==> config.mk <==
export PLATFORM = sky130hd
export DESIGN_NAME = cfg_select
export DESIGN_NICKNAME = d
export VERILOG_FILES = /design/src/core/cfg_pkg.sv /design/src/core/cfg_select.sv
export SDC_FILE = /design/constraint.sdc
export NUM_CORES = 1
export LEC_CHECK = 0
export ABC_AREA = 1
export BUFFER_PORTS_ARGS = -buffer_cell sky130_fd_sc_hd__buf_4
export CAP_MARGIN = 20
export CORE_UTILIZATION = 57
export CTS_BUF_LIST = sky130_fd_sc_hd__clkbuf_8
export CTS_CLUSTER_DIAMETER = 100
export CTS_CLUSTER_SIZE = 10
export DETAILED_ROUTE_END_ITERATION = 12
export PLACE_DENSITY = 0.82
export REMOVE_ABC_BUFFERS = 1
export SLEW_MARGIN = 10
export SYNTH_ARGS = -nofsm -noshare
export SYNTH_HDL_FRONTEND = slang
export SYNTH_SLANG_ARGS = --single-unit
==> constraint.sdc <==
create_clock -name clk -period 2.7 [get_ports clk]
set_input_delay 0.405 -clock clk [delete_from_list [all_inputs] [get_ports clk]]
set_output_delay 0.405 -clock clk [all_outputs]
set_load 0.02 [all_outputs]
==> src/core/cfg_pkg.sv <==
// constants, register layout and the resolved-configuration carrier for cfg_select
// assumes a single clock domain; straps arrive as three-comparator thermometer codes
package cfg_pkg;
  localparam int ADDR_W   = 5;
  localparam int DATA_W   = 11;
  localparam int WORD_W   = 16;
  localparam int THERMO_W = 3;
  localparam int CODE_W   = 2;
  localparam int STRAPS   = 5;
  localparam int WB_AW    = 7;
  localparam int WB_DW    = 32;
  localparam int CNT_W    = 4;
  localparam int SYNC_W   = STRAPS * THERMO_W + 4;

  localparam logic [ADDR_W-1:0] ADDR_GLOBAL   = 5'h00;
  localparam logic [ADDR_W-1:0] ADDR_PATTERN  = 5'h0a;
  localparam logic [ADDR_W-1:0] ADDR_OVERRIDE = 5'h0d;
  localparam logic [ADDR_W-1:0] ADDR_STRAPREG = 5'h0e;
  localparam logic [ADDR_W-1:0] ADDR_STATUS   = 5'h1f;

  localparam int BIT_SW_RST = 10;
  localparam int BIT_REF    = 5;
  localparam int BIT_GPD    = 0;
  localparam int CH_LSB     = 1;
  localparam int CH_W       = 4;
  localparam int PAT_LSB    = 5;
  localparam int PAT_W      = 3;
  localparam int BIT_OVRD   = 10;
  localparam int IF_LSB     = 0;
  localparam int SER_LSB    = 2;
  localparam int ORD_LSB    = 4;
  localparam int BIT_GAIN   = 6;

  localparam logic [DATA_W-1:0] REG_RESET = 11'h000;
  localparam logic [PAT_W-1:0]  PAT_SYNC   = 3'h1;
  localparam logic [PAT_W-1:0]  PAT_DESKEW = 3'h2;
  localparam logic [CNT_W-1:0]  LAST_BIT   = 4'hf;

  localparam logic [CODE_W-1:0] LVL_GND  = 2'h0;
  localparam logic [CODE_W-1:0] LVL_3_8  = 2'h1;
  localparam logic [CODE_W-1:0] LVL_5_8  = 2'h2;
  localparam logic [CODE_W-1:0] LVL_FULL = 2'h3;

  // strap index within the quantized array
  localparam int S_IF  = 0;
  localparam int S_SER = 1;
  localparam int S_RSV = 2;
  localparam int S_ORD = 3;
  localparam int S_SEN = 4;

  typedef struct packed {
    logic            two_lane;
    logic            ddr_clk;
    logic            ser_16x;
    logic            capture_rising;
    logic            lsb_first;
    logic            offset_binary;
    logic            gain_35db;
    logic            ref_internal;
    logic            pat_sync;
    logic            pat_deskew;
    logic            global_pd;
    logic [CH_W-1:0] chan_pd;
    logic            ref_pd;
    logic            pll_pd;
    logic            outbuf_pd;
  } cfg_t;
endpackage

==> src/core/cfg_select.sv <==
// cfg_select: resolves converter settings from four-level straps, pins and registers
// assumes straps come as thermometer codes from comparators; wishbone on clk
// Summary of operation
// - pin-only mode: configuration follows sampled straps from power-up, no reset needed
// - pin-only mode: serial pins are static configuration levels, not a port
// - register modes: serial pins form the port that writes internal registers
// - strap-carried settings follow registers only while override is high
// - power-down pin high forces global power-down; register bit acts when pin low
// - serial mode: coarse gain from register only with override, else 0 dB
// - serial mode: internal or external reference from register select bit
// - serial mode: sync/deskew patterns and power-down from register fields
// - pin mode: clock/data pins pick normal, sync, power-down or deskew
// - global power-down turns off channels, references, loop and output buffers
// - pin mode: select pin level picks reference and 0 or 3.5 dB gain
// - dedicated power-down input high forces power-down, low allows operation
// - first strap picks lane count and bit-clock rate; 3/8 level unused
// - second strap picks 14x/16x and capture edge for two-lane single-rate
// - fourth strap picks bit order and output data format
// - power-down pin applies automatically in every mode; straps apply unless override is high
// - combined mode honours straps and pin while accepting serial writes
// - software reset bit restores register defaults and clears itself
// - serial word is 16 bits: 5-bit address then 11 data bits
//
// Our own choices: the address map and the Wishbone slave port.
module cfg_select
  import cfg_pkg::*;
(
  input  wire logic                clk,
  input  wire logic                sys_rst,
  input  wire logic [THERMO_W-1:0] strap_interface_select,
  input  wire logic [THERMO_W-1:0] strap_serialization_select,
  input  wire logic [THERMO_W-1:0] strap_reserved,
  input  wire logic [THERMO_W-1:0] strap_order_format_select,
  input  wire logic [THERMO_W-1:0] serial_select_pin,
  input  wire logic                serial_clock_pin,
  input  wire logic                serial_input_pin,
  input  wire logic                power_down_pin,
  input  wire logic                hw_reset_pin,
  input  wire logic                wb_cyc_i,
  input  wire logic                wb_stb_i,
  input  wire logic                wb_we_i,
  input  wire logic [WB_AW-1:0]    wb_adr_i,
  input  wire logic [3:0]          wb_sel_i,
  input  wire logic [WB_DW-1:0]    wb_dat_i,
  output logic      [WB_DW-1:0]    wb_dat_o,
  output logic                     wb_ack_o,
  output cfg_t                     cfg_out
);

  // thermometer to level code
  function automatic logic [CODE_W-1:0] quantize(input logic [THERMO_W-1:0] t);
    if (t[2])
      return LVL_FULL;
    else if (t[1])
      return LVL_5_8;
    else if (t[0])
      return LVL_3_8;
    else
      return LVL_GND;
  endfunction

  function automatic logic [DATA_W-1:0] merge(input logic [DATA_W-1:0] old,
                                              input logic [DATA_W-1:0] val,
                                              input logic [DATA_W-1:0] mask);
    return (old & ~mask) | (val & mask);
  endfunction

  // ---------------- pin synchronisers ----------------
  logic [SYNC_W-1:0] sync1;
  logic [SYNC_W-1:0] sync2;
  logic              sclk_q;
  logic [SYNC_W-1:0] next_sync1;
  logic [SYNC_W-1:0] next_sync2;
  logic              next_sclk_q;

  always_comb begin
    next_sync1  = {hw_reset_pin, power_down_pin, serial_input_pin, serial_clock_pin,
                   serial_select_pin, strap_order_format_select, strap_reserved,
                   strap_serialization_select, strap_interface_select};
    next_sync2  = sync1;
    next_sclk_q = sync2[SYNC_W-4];
  end

  always_ff @(posedge clk) begin
    if (sys_rst) begin
      sync1  <= '0;
      sync2  <= '0;
      sclk_q <= 1'b0;
    end else begin
      sync1  <= next_sync1;
      sync2  <= next_sync2;
      sclk_q <= next_sclk_q;
    end
  end

  logic [CODE_W-1:0] lvl [STRAPS];
  logic              sclk_s;
  logic              serial_input_pin_s;
  logic              pdn_s;
  logic              pin_only;
  logic              sel_s;

  genvar gi;
  generate
    for (gi = 0; gi < STRAPS; gi++) begin : g_quant
      assign lvl[gi] = quantize(sync2[gi*THERMO_W +: THERMO_W]);
    end
  endgenerate

  assign sclk_s   = sync2[SYNC_W-4];
  assign serial_input_pin_s  = sync2[SYNC_W-3];
  assign pdn_s    = sync2[SYNC_W-2];
  // reset pin held high selects pin-only control
  assign pin_only = sync2[SYNC_W-1];
  // digital level of the select pin is the mid comparator
  assign sel_s    = sync2[S_SEN*THERMO_W+1];

  // ---------------- serial port ----------------
  logic [WORD_W-2:0] shift;
  logic [CNT_W-1:0]  bit_cnt;
  logic [WORD_W-2:0] next_shift;
  logic [CNT_W-1:0]  next_bit_cnt;
  logic              ser_active;
  logic              sclk_fall;
  logic              ser_done;
  logic [WORD_W-1:0] ser_word;

  assign ser_active = !pin_only && !sel_s;
  assign sclk_fall  = sclk_q && !sclk_s;
  assign ser_done   = ser_active && sclk_fall && (bit_cnt == LAST_BIT);
  assign ser_word   = {shift, serial_input_pin_s};

  always_comb begin
    next_shift   = shift;
    next_bit_cnt = bit_cnt;
    if (!ser_active) begin
      // partial word dropped when select goes high
      next_bit_cnt = '0;
    end else if (sclk_fall) begin
      next_shift   = {shift[WORD_W-3:0], serial_input_pin_s};
      next_bit_cnt = bit_cnt + 1'b1; // wraps: words back to back
    end
  end

  always_ff @(posedge clk) begin
    if (sys_rst) begin
      shift   <= '0;
      bit_cnt <= '0;
    end else begin
      shift   <= next_shift;
      bit_cnt <= next_bit_cnt;
    end
  end

  // ---------------- register file ----------------
  logic [DATA_W-1:0] reg_global;
  logic [DATA_W-1:0] reg_pattern;
  logic [DATA_W-1:0] reg_override;
  logic [DATA_W-1:0] reg_strap;
  logic [DATA_W-1:0] next_global;
  logic [DATA_W-1:0] next_pattern;
  logic [DATA_W-1:0] next_override;
  logic [DATA_W-1:0] next_strap;
  logic              wb_req;
  logic              wr_en;
  logic [ADDR_W-1:0] wr_addr;
  logic [DATA_W-1:0] wr_data;
  logic [DATA_W-1:0] wr_mask;

  assign wb_req = wb_cyc_i && wb_stb_i && !wb_ack_o;

  always_comb begin
    next_global   = reg_global;
    next_pattern  = reg_pattern;
    next_override = reg_override;
    next_strap    = reg_strap;
    wr_en         = 1'b0;
    wr_addr       = '0;
    wr_data       = '0;
    wr_mask       = '0;
    // serial word wins a same-cycle collision with a bus write
    if (ser_done) begin
      wr_en   = 1'b1;
      wr_addr = ser_word[WORD_W-1 -: ADDR_W];
      wr_data = ser_word[DATA_W-1:0];
      wr_mask = '1;
    end else if (wb_req && wb_we_i) begin
      wr_en   = 1'b1;
      wr_addr = wb_adr_i[WB_AW-1:2];
      wr_data = wb_dat_i[DATA_W-1:0];
      wr_mask = {{(DATA_W-8){wb_sel_i[1]}}, {8{wb_sel_i[0]}}};
    end
    if (wr_en) begin
      case (wr_addr)
        ADDR_GLOBAL: begin
          if (wr_data[BIT_SW_RST] && wr_mask[BIT_SW_RST]) begin
            // bit never stored, so it reads back low
            next_global   = REG_RESET;
            next_pattern  = REG_RESET;
            next_override = REG_RESET;
            next_strap    = REG_RESET;
          end else begin
            next_global = merge(reg_global, wr_data, wr_mask);
          end
        end
        ADDR_PATTERN:  next_pattern  = merge(reg_pattern, wr_data, wr_mask);
        ADDR_OVERRIDE: next_override = merge(reg_override, wr_data, wr_mask);
        ADDR_STRAPREG: next_strap    = merge(reg_strap, wr_data, wr_mask);
        default: ;
      endcase
    end
    // reset pin high (pulse, or held in pin-only mode) keeps defaults
    if (pin_only) begin
      next_global   = REG_RESET;
      next_pattern  = REG_RESET;
      next_override = REG_RESET;
      next_strap    = REG_RESET;
    end
    next_global[BIT_SW_RST] = 1'b0;
  end

  always_ff @(posedge clk) begin
    if (sys_rst) begin
      reg_global   <= REG_RESET;
      reg_pattern  <= REG_RESET;
      reg_override <= REG_RESET;
      reg_strap    <= REG_RESET;
    end else begin
      reg_global   <= next_global;
      reg_pattern  <= next_pattern;
      reg_override <= next_override;
      reg_strap    <= next_strap;
    end
  end

  // ---------------- resolution ----------------
  cfg_t              next_cfg;
  logic              ovrd;
  logic [CODE_W-1:0] if_code;
  logic [CODE_W-1:0] ser_code;
  logic [CODE_W-1:0] ord_code;
  logic              edge_rise;
  logic [PAT_W-1:0]  pat;

  assign ovrd = reg_override[BIT_OVRD];
  assign pat  = reg_pattern[PAT_LSB +: PAT_W];

  always_comb begin
    next_cfg = '0;
    // reserved strap level is never looked at
    if_code  = ovrd ? reg_strap[IF_LSB +: CODE_W]  : lvl[S_IF];
    ser_code = ovrd ? reg_strap[SER_LSB +: CODE_W] : lvl[S_SER];
    ord_code = ovrd ? reg_strap[ORD_LSB +: CODE_W] : lvl[S_ORD];
    // unused interface level falls back to one-lane double rate
    next_cfg.two_lane = (if_code == LVL_5_8) || (if_code == LVL_FULL);
    next_cfg.ddr_clk  = (if_code != LVL_5_8);
    next_cfg.ser_16x  = (ser_code == LVL_3_8) || (ser_code == LVL_5_8);
    edge_rise         = (ser_code == LVL_5_8) || (ser_code == LVL_FULL);
    next_cfg.capture_rising = edge_rise && next_cfg.two_lane && !next_cfg.ddr_clk;
    next_cfg.lsb_first      = (ord_code == LVL_5_8) || (ord_code == LVL_FULL);
    next_cfg.offset_binary  = (ord_code == LVL_3_8) || (ord_code == LVL_5_8);
    if (pin_only) begin
      next_cfg.ref_internal = (lvl[S_SEN] == LVL_5_8) || (lvl[S_SEN] == LVL_FULL);
      next_cfg.gain_35db    = (lvl[S_SEN] == LVL_3_8) || (lvl[S_SEN] == LVL_5_8);
      next_cfg.pat_sync     = !sclk_s && serial_input_pin_s;
      next_cfg.pat_deskew   = sclk_s && serial_input_pin_s;
      next_cfg.global_pd    = pdn_s || (sclk_s && !serial_input_pin_s);
    end else begin
      next_cfg.ref_internal = reg_global[BIT_REF];
      next_cfg.gain_35db    = ovrd && reg_strap[BIT_GAIN];
      next_cfg.pat_sync     = (pat == PAT_SYNC);
      next_cfg.pat_deskew   = (pat == PAT_DESKEW);
      next_cfg.global_pd    = pdn_s || reg_global[BIT_GPD];
      next_cfg.chan_pd      = reg_global[CH_LSB +: CH_W];
    end
    if (next_cfg.global_pd) begin
      next_cfg.chan_pd = '1;
    end
    next_cfg.ref_pd    = next_cfg.global_pd;
    next_cfg.pll_pd    = next_cfg.global_pd;
    next_cfg.outbuf_pd = next_cfg.global_pd;
  end

  // ---------------- wishbone slave ----------------
  logic [WB_DW-1:0] next_dat;
  logic             next_ack;

  always_comb begin
    next_ack = wb_req;
    next_dat = '0;
    if (wb_req && !wb_we_i) begin
      case (wb_adr_i[WB_AW-1:2])
        ADDR_GLOBAL:   next_dat = {{(WB_DW-DATA_W){1'b0}}, reg_global};
        ADDR_PATTERN:  next_dat = {{(WB_DW-DATA_W){1'b0}}, reg_pattern};
        ADDR_OVERRIDE: next_dat = {{(WB_DW-DATA_W){1'b0}}, reg_override};
        ADDR_STRAPREG: next_dat = {{(WB_DW-DATA_W){1'b0}}, reg_strap};
        ADDR_STATUS:   next_dat = {{(WB_DW-$bits(cfg_t)){1'b0}}, cfg_out};
        default:       next_dat = '0;
      endcase
    end
  end

  always_ff @(posedge clk) begin
    if (sys_rst) begin
      wb_ack_o <= 1'b0;
      wb_dat_o <= '0;
      cfg_out  <= '0;
    end else begin
      wb_ack_o <= next_ack;
      wb_dat_o <= next_dat;
      cfg_out  <= next_cfg;
    end
  end

endmodule

==> results of run 1 <==
## critical path, delay by kind of cell (launching register included)
family	cells	cell delay, ns
adder cells (fa/ha/maj)	1	0.20
flip-flops	1	0.35
AO/OA/AOI/OAI	1	0.06
buffers and inverters	2	0.14
AND/OR/NAND/NOR	7	1.58
## final timing paths
| kind | startpoint | slack (ns) | cells past startpoint | to |
|---|---|---|---|---|
| worst max-delay path | bit_cnt[0] | 0.22 | 11 | reg_pattern[5] |
| worst min register to register | next_sync2[18] | 0.40 | 2 | sync2[18] |
| worst max register to register | bit_cnt[0] | 0.22 | 11 | reg_pattern[5] |
| worst min-delay path | serial_select_pin[2] | 0.17 | 3 | next_sync2[14] |
## layer usage
layer	GRT usage, %	up-vias
met3	7.12	31
met4	12.0	0
met2	45.0	221
met5	0	-
met1	37.1	2353
li1	-	2517
## final cells by class
type | instances | area, µm²
fill | 831 | 3110
multi-input combinational | 477 | 2510
timing repair buffer | 89 | 681
clock inverter | 13 | 92.6
tap | 133 | 166
clock buffer | 17 | 234
inverter | 106 | 398
sequential | 129 | 2580
## synthesized netlist by cell type (all sizes together)
cell / number
dfxtp: 129
nand2: 128
nor2: 110
inv: 106
a21oi: 68
o21ai: 51
nand3: 41
buf: 33
o211ai: 20
clkbuf: 16
nor3: 8
ha: 5
o22ai: 5
o221ai: 4
or2: 4
a211oi: 3
a41oi: 3
nand4: 3
a31oi: 2
and3: 2
a221oi: 1
a22oi: 1
a31o: 1
conb: 1
nor3b: 1
o21a: 1
o31ai: 1
## cells by family after synthesis
logic type                 after synthesis  synth area share, %
buffers and inverters                  155                 12.6
other                                    1               0.0650
AOI/OAI and AO/OA                      161                 17.8
adders and majority gates                5                 1.08
DFF                                    129                 44.8
and+or+nand+nor                        297                 23.7
## report_power, final
part           leakage [nW]  switching (W)  total, W  internal [W]
clock network         0.173       0.000749   0.00137      0.000624
logic                  1.51       0.000212  0.000323      0.000111
registers              1.05      0.0000237   0.00197       0.00195
total                  2.74       0.000985   0.00367       0.00268
## registers in the layout, summed over array words and instances (netlist names), 11 cells and up
| signal | flops |
|---|---|
| next_sync2 | 16 |
| cfg_out | 15 |
| reg_strap | 11 |
| reg_pattern | 11 |
| shift | 15 |
| sync2 | 16 |
| reg_override | 11 |
| wb_dat_o | 18 |
## through the flow
stage / total power (W) / instance area [µm²] / worst slack [ns] / util [%] / cells
after CTS: 0.00367 / 6660 / 0.226 / 68.2 / 964
after floorplan: 0.00219 / 5490 / 0.417 / - / 712
final: 0.00367 / 6660 / 0.221 / 68.2 / 964
after detailed placement: 0.00233 / 6340 / 0.254 / 64.8 / 934
after global placement: 0.00232 / 6340 / 0.349 / 64.8 / 934
after global routing: 0.00382 / 6660 / 0.0463 / 68.2 / 964
==> flow_metrics.py, run 1 <==
metrics = {
    "place": {
        "dp_hpwl_mm": 10.4,
        "place.gp.congestion": 0.917,
        "numPortBuffers": 75,
    },
    "floorplan": {
        "core_um2": 9770,
        "die_y_um": 103,
        "dieWidth_um": 103,
        "dieArea_um2": 10500,
        "ios": 118,
        "fp-row-count": 36,
        "initial_utilization_pct": 59.0,
    },
    "worst_setup_path": {
        "cp.arrival_ns": 2.76,
        "worstPathMaxFanout": 17,
        "max_stage_delay_ns": 0.41,
        "crit_top_cell": "nand2_2",
        "required_ns": 2.99,
        "path_cells": "ha_1, inv_1, nor2_1, nand3_2, nand2_1, inv_1, or2_2, nand2_2, nand2_2, nand2_2, a21oi_2",
        "critPathLaunchType": "flip-flop",
        "cp-end-kind": "flip-flop",
        "worstSetupPathType": "flip-flop to flip-flop",
        "cp_slowest_cell": "or2_2",
    },
    "drt": {
        "wire_per_inst_um": 14.7,
        "dr.max_layer_used": "met4",
        "drt_wl_total_mm": 14.2,
        "routed-wl-met2_mm": 6.80,
        "wl_met3_um": 946,
        "wl_met1_mm": 6.09,
        "viasPerCell": 5.31,
        "drc": 0,
        "drtAntennaViolNets": 0,
        "drtIter0Drc": 322,
        "vias": 5122,
        "first_pass_iters": 5,
    },
    "clock_tree": {
        "cts_resized": 0,
        "postCtsSetupBuffers": 0,
        "clockRootBuffer": "clkbuf_8",
        "clock_latency_ns": 0.43,
        "clock_path_buffers": 2,
        "clk_pin_slew_ns": 0.07,
        "tritoncts": "built",
        "htreeDepth": 4,
        "cts_hold_buf": 0,
        "cts_made_buffers": 17,
        "cts_sinks": 129,
    },
    "timing": {
        "hold_viol": 0,
        "worst_pin_slew_ns": 0.841,
        "finalCriticalPeriod_ns": 2.48,
        "clock.fmax_ghz": 0.403,
        "setup_viol": 0,
        "slew_headroom_pct": 43.9,
        "rsz0062_at_grt": "false",
        "skew_ns": 0.0125,
        "hold_ws_ns": 0.169,
        "report.final.slew_viol_count": 0,
        "min_period_over_period_pct": 91.8,
        "setup_tns_ns": 0,
    },
    "global_routing": {
        "grt_pass1_vias": 4668,
        "track_usage_pct": 28.5,
        "grt_remaining_overflow": 0,
        "antenna_found_initial": 0,
        "grt_max_degree": 36,
        "grt_pass1_wl_mm": 22.7,
    },
    "yosys": {
        "synth_area_leaders": "dfxtp_1 (45%), inv_1 (6.9%), nor2_1 (6.6%)",
        "netlist_instances": 748,
        "synth-seq-cells": 129,
        "yosysTopAreaCellShare_pct": 44.8,
        "synthDistinctLibCells": 39,
        "syn_area_um2": 5770,
        "syn_area_per_cell_um2": 7.71,
        "synth_seq_area_share_pct": 44.8,
        "yosys_warnings": 0,
        "post-synth-top-area-cell": "dfxtp_1",
    },
    "finish": {
        "drive_above_1_share_pct": 24.3,
        "final_nets": 892,
        "final_common_cell": "dfxtp_1",
        "syn2layout_area_growth_pct": 15.5,
        "layout.cells.most_common_list": "dfxtp_1 (129), inv_1 (107), nor2_1 (102)",
        "num_antenna_cells": 0,
    },
    "worst_hold_path": {
        "hold_path_class": "primary input to flip-flop",
    },
    "power_and_ir_drop": {
        "leakagePower_nw": 2.74,
        "vdd_drop_max_mv": 0.382,
        "power_density_nw_per_um2": 550,
    },
    "status": {
        "outcome": "finished, final reports clean",
    },
    "run": {
        "max-cap-violations": 0,
    },
}
Note: power is estimated with default switching activity, not from simulation.
==> inputs of run 2 (changes only) <==
--- a/config.mk
+++ b/config.mk
@@ -6,14 +6,14 @@
 export NUM_CORES = 1
 export LEC_CHECK = 0
 export ABC_AREA = 1
-export BUFFER_PORTS_ARGS = -buffer_cell sky130_fd_sc_hd__buf_4
 export CAP_MARGIN = 20
-export CORE_UTILIZATION = 57
+export CORE_UTILIZATION = 60
 export CTS_BUF_LIST = sky130_fd_sc_hd__clkbuf_8
 export CTS_CLUSTER_DIAMETER = 100
 export CTS_CLUSTER_SIZE = 10
 export DETAILED_ROUTE_END_ITERATION = 12
-export PLACE_DENSITY = 0.82
+export DONT_BUFFER_PORTS = 1
+export PLACE_DENSITY = 0.76
 export REMOVE_ABC_BUFFERS = 1
 export SLEW_MARGIN = 10
 export SYNTH_ARGS = -nofsm -noshare
==> run 2 against run 1 <==
Effect of this change: worst setup slack better by 0.017 ns; worst hold slack worse by 0.14 ns; first-iteration DRC count down 16%; clock-buffer cell count unchanged; critical endpoint is now reg_strap[0]; fmax up 0.69%; combinational power down 27%; final area down 7.2%; largest power group unchanged; total power up 5.2%; sequential power about the same.
==> flow_metrics.py, run 2 (synthesis results as in run 1) <==
metrics = {
    "place": {
        "dp_hpwl_mm": 9.67,
        "numPortBuffers": 0,
        "place.gp.congestion": 0.877,
    },
    "clock_tree": {
        "cts_made_buffers": 17,
        "clockRootBuffer": "clkbuf_8",
        "postCtsSetupBuffers": 0,
        "clock_path_buffers": 2,
        "tritoncts": "built",
        "clock_latency_ns": 0.44,
        "htreeDepth": 4,
        "cts_sinks": 129,
        "clk_pin_slew_ns": 0.08,
    },
    "worst_setup_path": {
        "cp.arrival_ns": 2.84,
        "max_stage_delay_ns": 0.38,
        "startpoint": "bit_cnt[0]",
        "worstSetupPathType": "flip-flop to flip-flop",
        "critical_path.top_delay_family": "simple AND/OR/NAND/NOR gates",
        "cp-end-kind": "flip-flop",
        "r2r_end": "reg_strap[0]",
        "crit_top_cell": "nand2_2",
        "worstPathMaxFanout": 12,
        "r2r_slack_ns": 0.24,
        "path_buf_inv": 1,
        "crit_end": "reg_strap[0]",
        "cp_slowest_cell": "o21ai_0",
        "path_depth": 10,
        "critPathLaunchType": "flip-flop",
        "required_ns": 3.08,
        "crit-reg2reg-launch": "bit_cnt[0]",
        "path_cells": "ha_1, inv_1, nor2_1, nand3_2, o21ai_0, or2_2, nand2_2, nand2_2, nand2_1, a21oi_1",
        "reg2reg_depth": 10,
    },
    "finish": {
        "drive_above_1_share_pct": 16.8,
        "layout.cells.most_common_list": "dfxtp_1 (129), inv_1 (106), nor2_1 (102)",
        "fillers": 819,
        "largest_register_ffs": 18,
        "syn2layout_area_growth_pct": 7.14,
        "final_nets": 817,
        "regMostFlops": "wb_dat_o",
        "num_antenna_cells": 0,
        "final_common_cell": "dfxtp_1",
    },
    "drt": {
        "drtAntennaViolNets": 0,
        "wire_per_inst_um": 15.4,
        "vias": 4804,
        "drc": 0,
        "drtIter0Drc": 272,
        "drt_wl_total_mm": 13.7,
        "first_pass_iters": 5,
        "viasPerCell": 5.42,
    },
    "timing": {
        "setup_viol": 0,
        "rsz0062_at_grt": "false",
        "slew_headroom_pct": 58.3,
        "hold_ws_ns": 0.0249,
        "report.final.slew_viol_count": 0,
        "worst_pin_slew_ns": 0.626,
        "skew_ns": 0.0131,
        "hold_viol": 0,
        "finalCriticalPeriod_ns": 2.46,
        "clock.fmax_ghz": 0.406,
        "setup_tns_ns": 0,
        "min_period_over_period_pct": 91.2,
    },
    "power_and_ir_drop": {
        "power_density_nw_per_um2": 624,
        "power.total_w": 0.00386,
        "leakagePower_nw": 2.37,
        "vdd_drop_max_mv": 0.351,
    },
    "global_routing": {
        "grt_pass1_vias": 4468,
        "antenna_found_initial": 0,
        "grt_max_degree": 47,
        "grt_remaining_overflow": 0,
        "grt_pass1_wl_mm": 21.9,
        "track_usage_pct": 28.7,
    },
    "floorplan": {
        "dieWidth_um": 100,
        "core_um2": 9280,
        "fp-row-count": 35,
        "ios": 118,
        "die_y_um": 100,
        "dieArea_um2": 10000,
        "initial_utilization_pct": 62.1,
    },
    "worst_hold_path": {
        "hp-start": "sys_rst",
        "hold_path_class": "primary input to flip-flop",
    },
    "status": {
        "outcome": "finished, final reports clean",
    },
    "run": {
        "max-cap-violations": 0,
    },
}
## run 2: cell count changes in the layout (fill, tap and decap cells not counted), moves of 2 or more
cell,previous run,this run
bufinv_16,0,2
clkinvlp_4,1,3
buf_4,88,10
dlygate4sd3_1,0,3
clkinv_2,4,2
## run 2: metal layers
metal / vias to the layer above / global-route usage [%] / part of all wire, %
met3: 27 / 7.59 / 7.8
li1: 2365 / - / -
met1: 2201 / 37.4 / 44
met4: 0 / 12.9 / 2.2
met5: - / 0 / 0
met2: 211 / 44.8 / 46
## run 2: layout make-up
class / instances / area (µm²) / share of cell area, %
Tap cell: 129 / 161 / 2.61
Clock inverter: 15 / 161 / 2.61
Clock buffer: 17 / 234 / 3.79
Timing Repair Buffer: 14 / 125 / 2.02
Sequential cell: 129 / 2580 / 41.8
Multi-Input combinational cell: 477 / 2510 / 40.7
Inverter: 106 / 402 / 6.50
## run 2: how the worst min path moves through the flow
stage	to	slack [ns]	depth (start not counted)
after floorplan	sync2[0]	0.39	2
after global placement	sync2[16]	0.39	2
after detailed placement	sync2[15]	0.39	2
after CTS	sync2[16]	0.01	1
after global routing	next_sync2[11]	0.0009	1
final	next_sync2[12]	0.02	1
## run 2: worst reg2reg max path, stage by stage (launching register included)
cell     delay, ns
dfxtp_1       0.36
ha_1          0.20
inv_1         0.06
nor2_1        0.12
nand3_2       0.22
o21ai_0       0.38
or2_2         0.32
nand2_2       0.14
nand2_2       0.34
nand2_1       0.12
a21oi_1       0.13
## run 2: stage by stage
step	utilization (%)	setup WS (ns)	cells	cell area, µm²
final	66.6	0.238	887	6180
after global routing	66.6	0.0673	887	6180
after detailed placement	61.9	0.243	852	5750
after CTS	66.2	0.208	884	6140
after global placement	61.9	0.353	852	5750
after floorplan	-	0.417	712	5490
## run 2: what timing repair did
item,CTS,global route
hold buffers,0,3
setup endpoints to repair,0,5
resized for setup,0,2
endpoints found under the hold margin,0,4
## run 2: report_power, final
part / switching, W / total (W) / internal, W / leakage [nW]
Sequential: 0.0000359 / 0.00198 / 0.00195 / 1.05
Combinational: 0.000175 / 0.000236 / 0.0000616 / 1.12
Clock: 0.000807 / 0.00164 / 0.000830 / 0.200
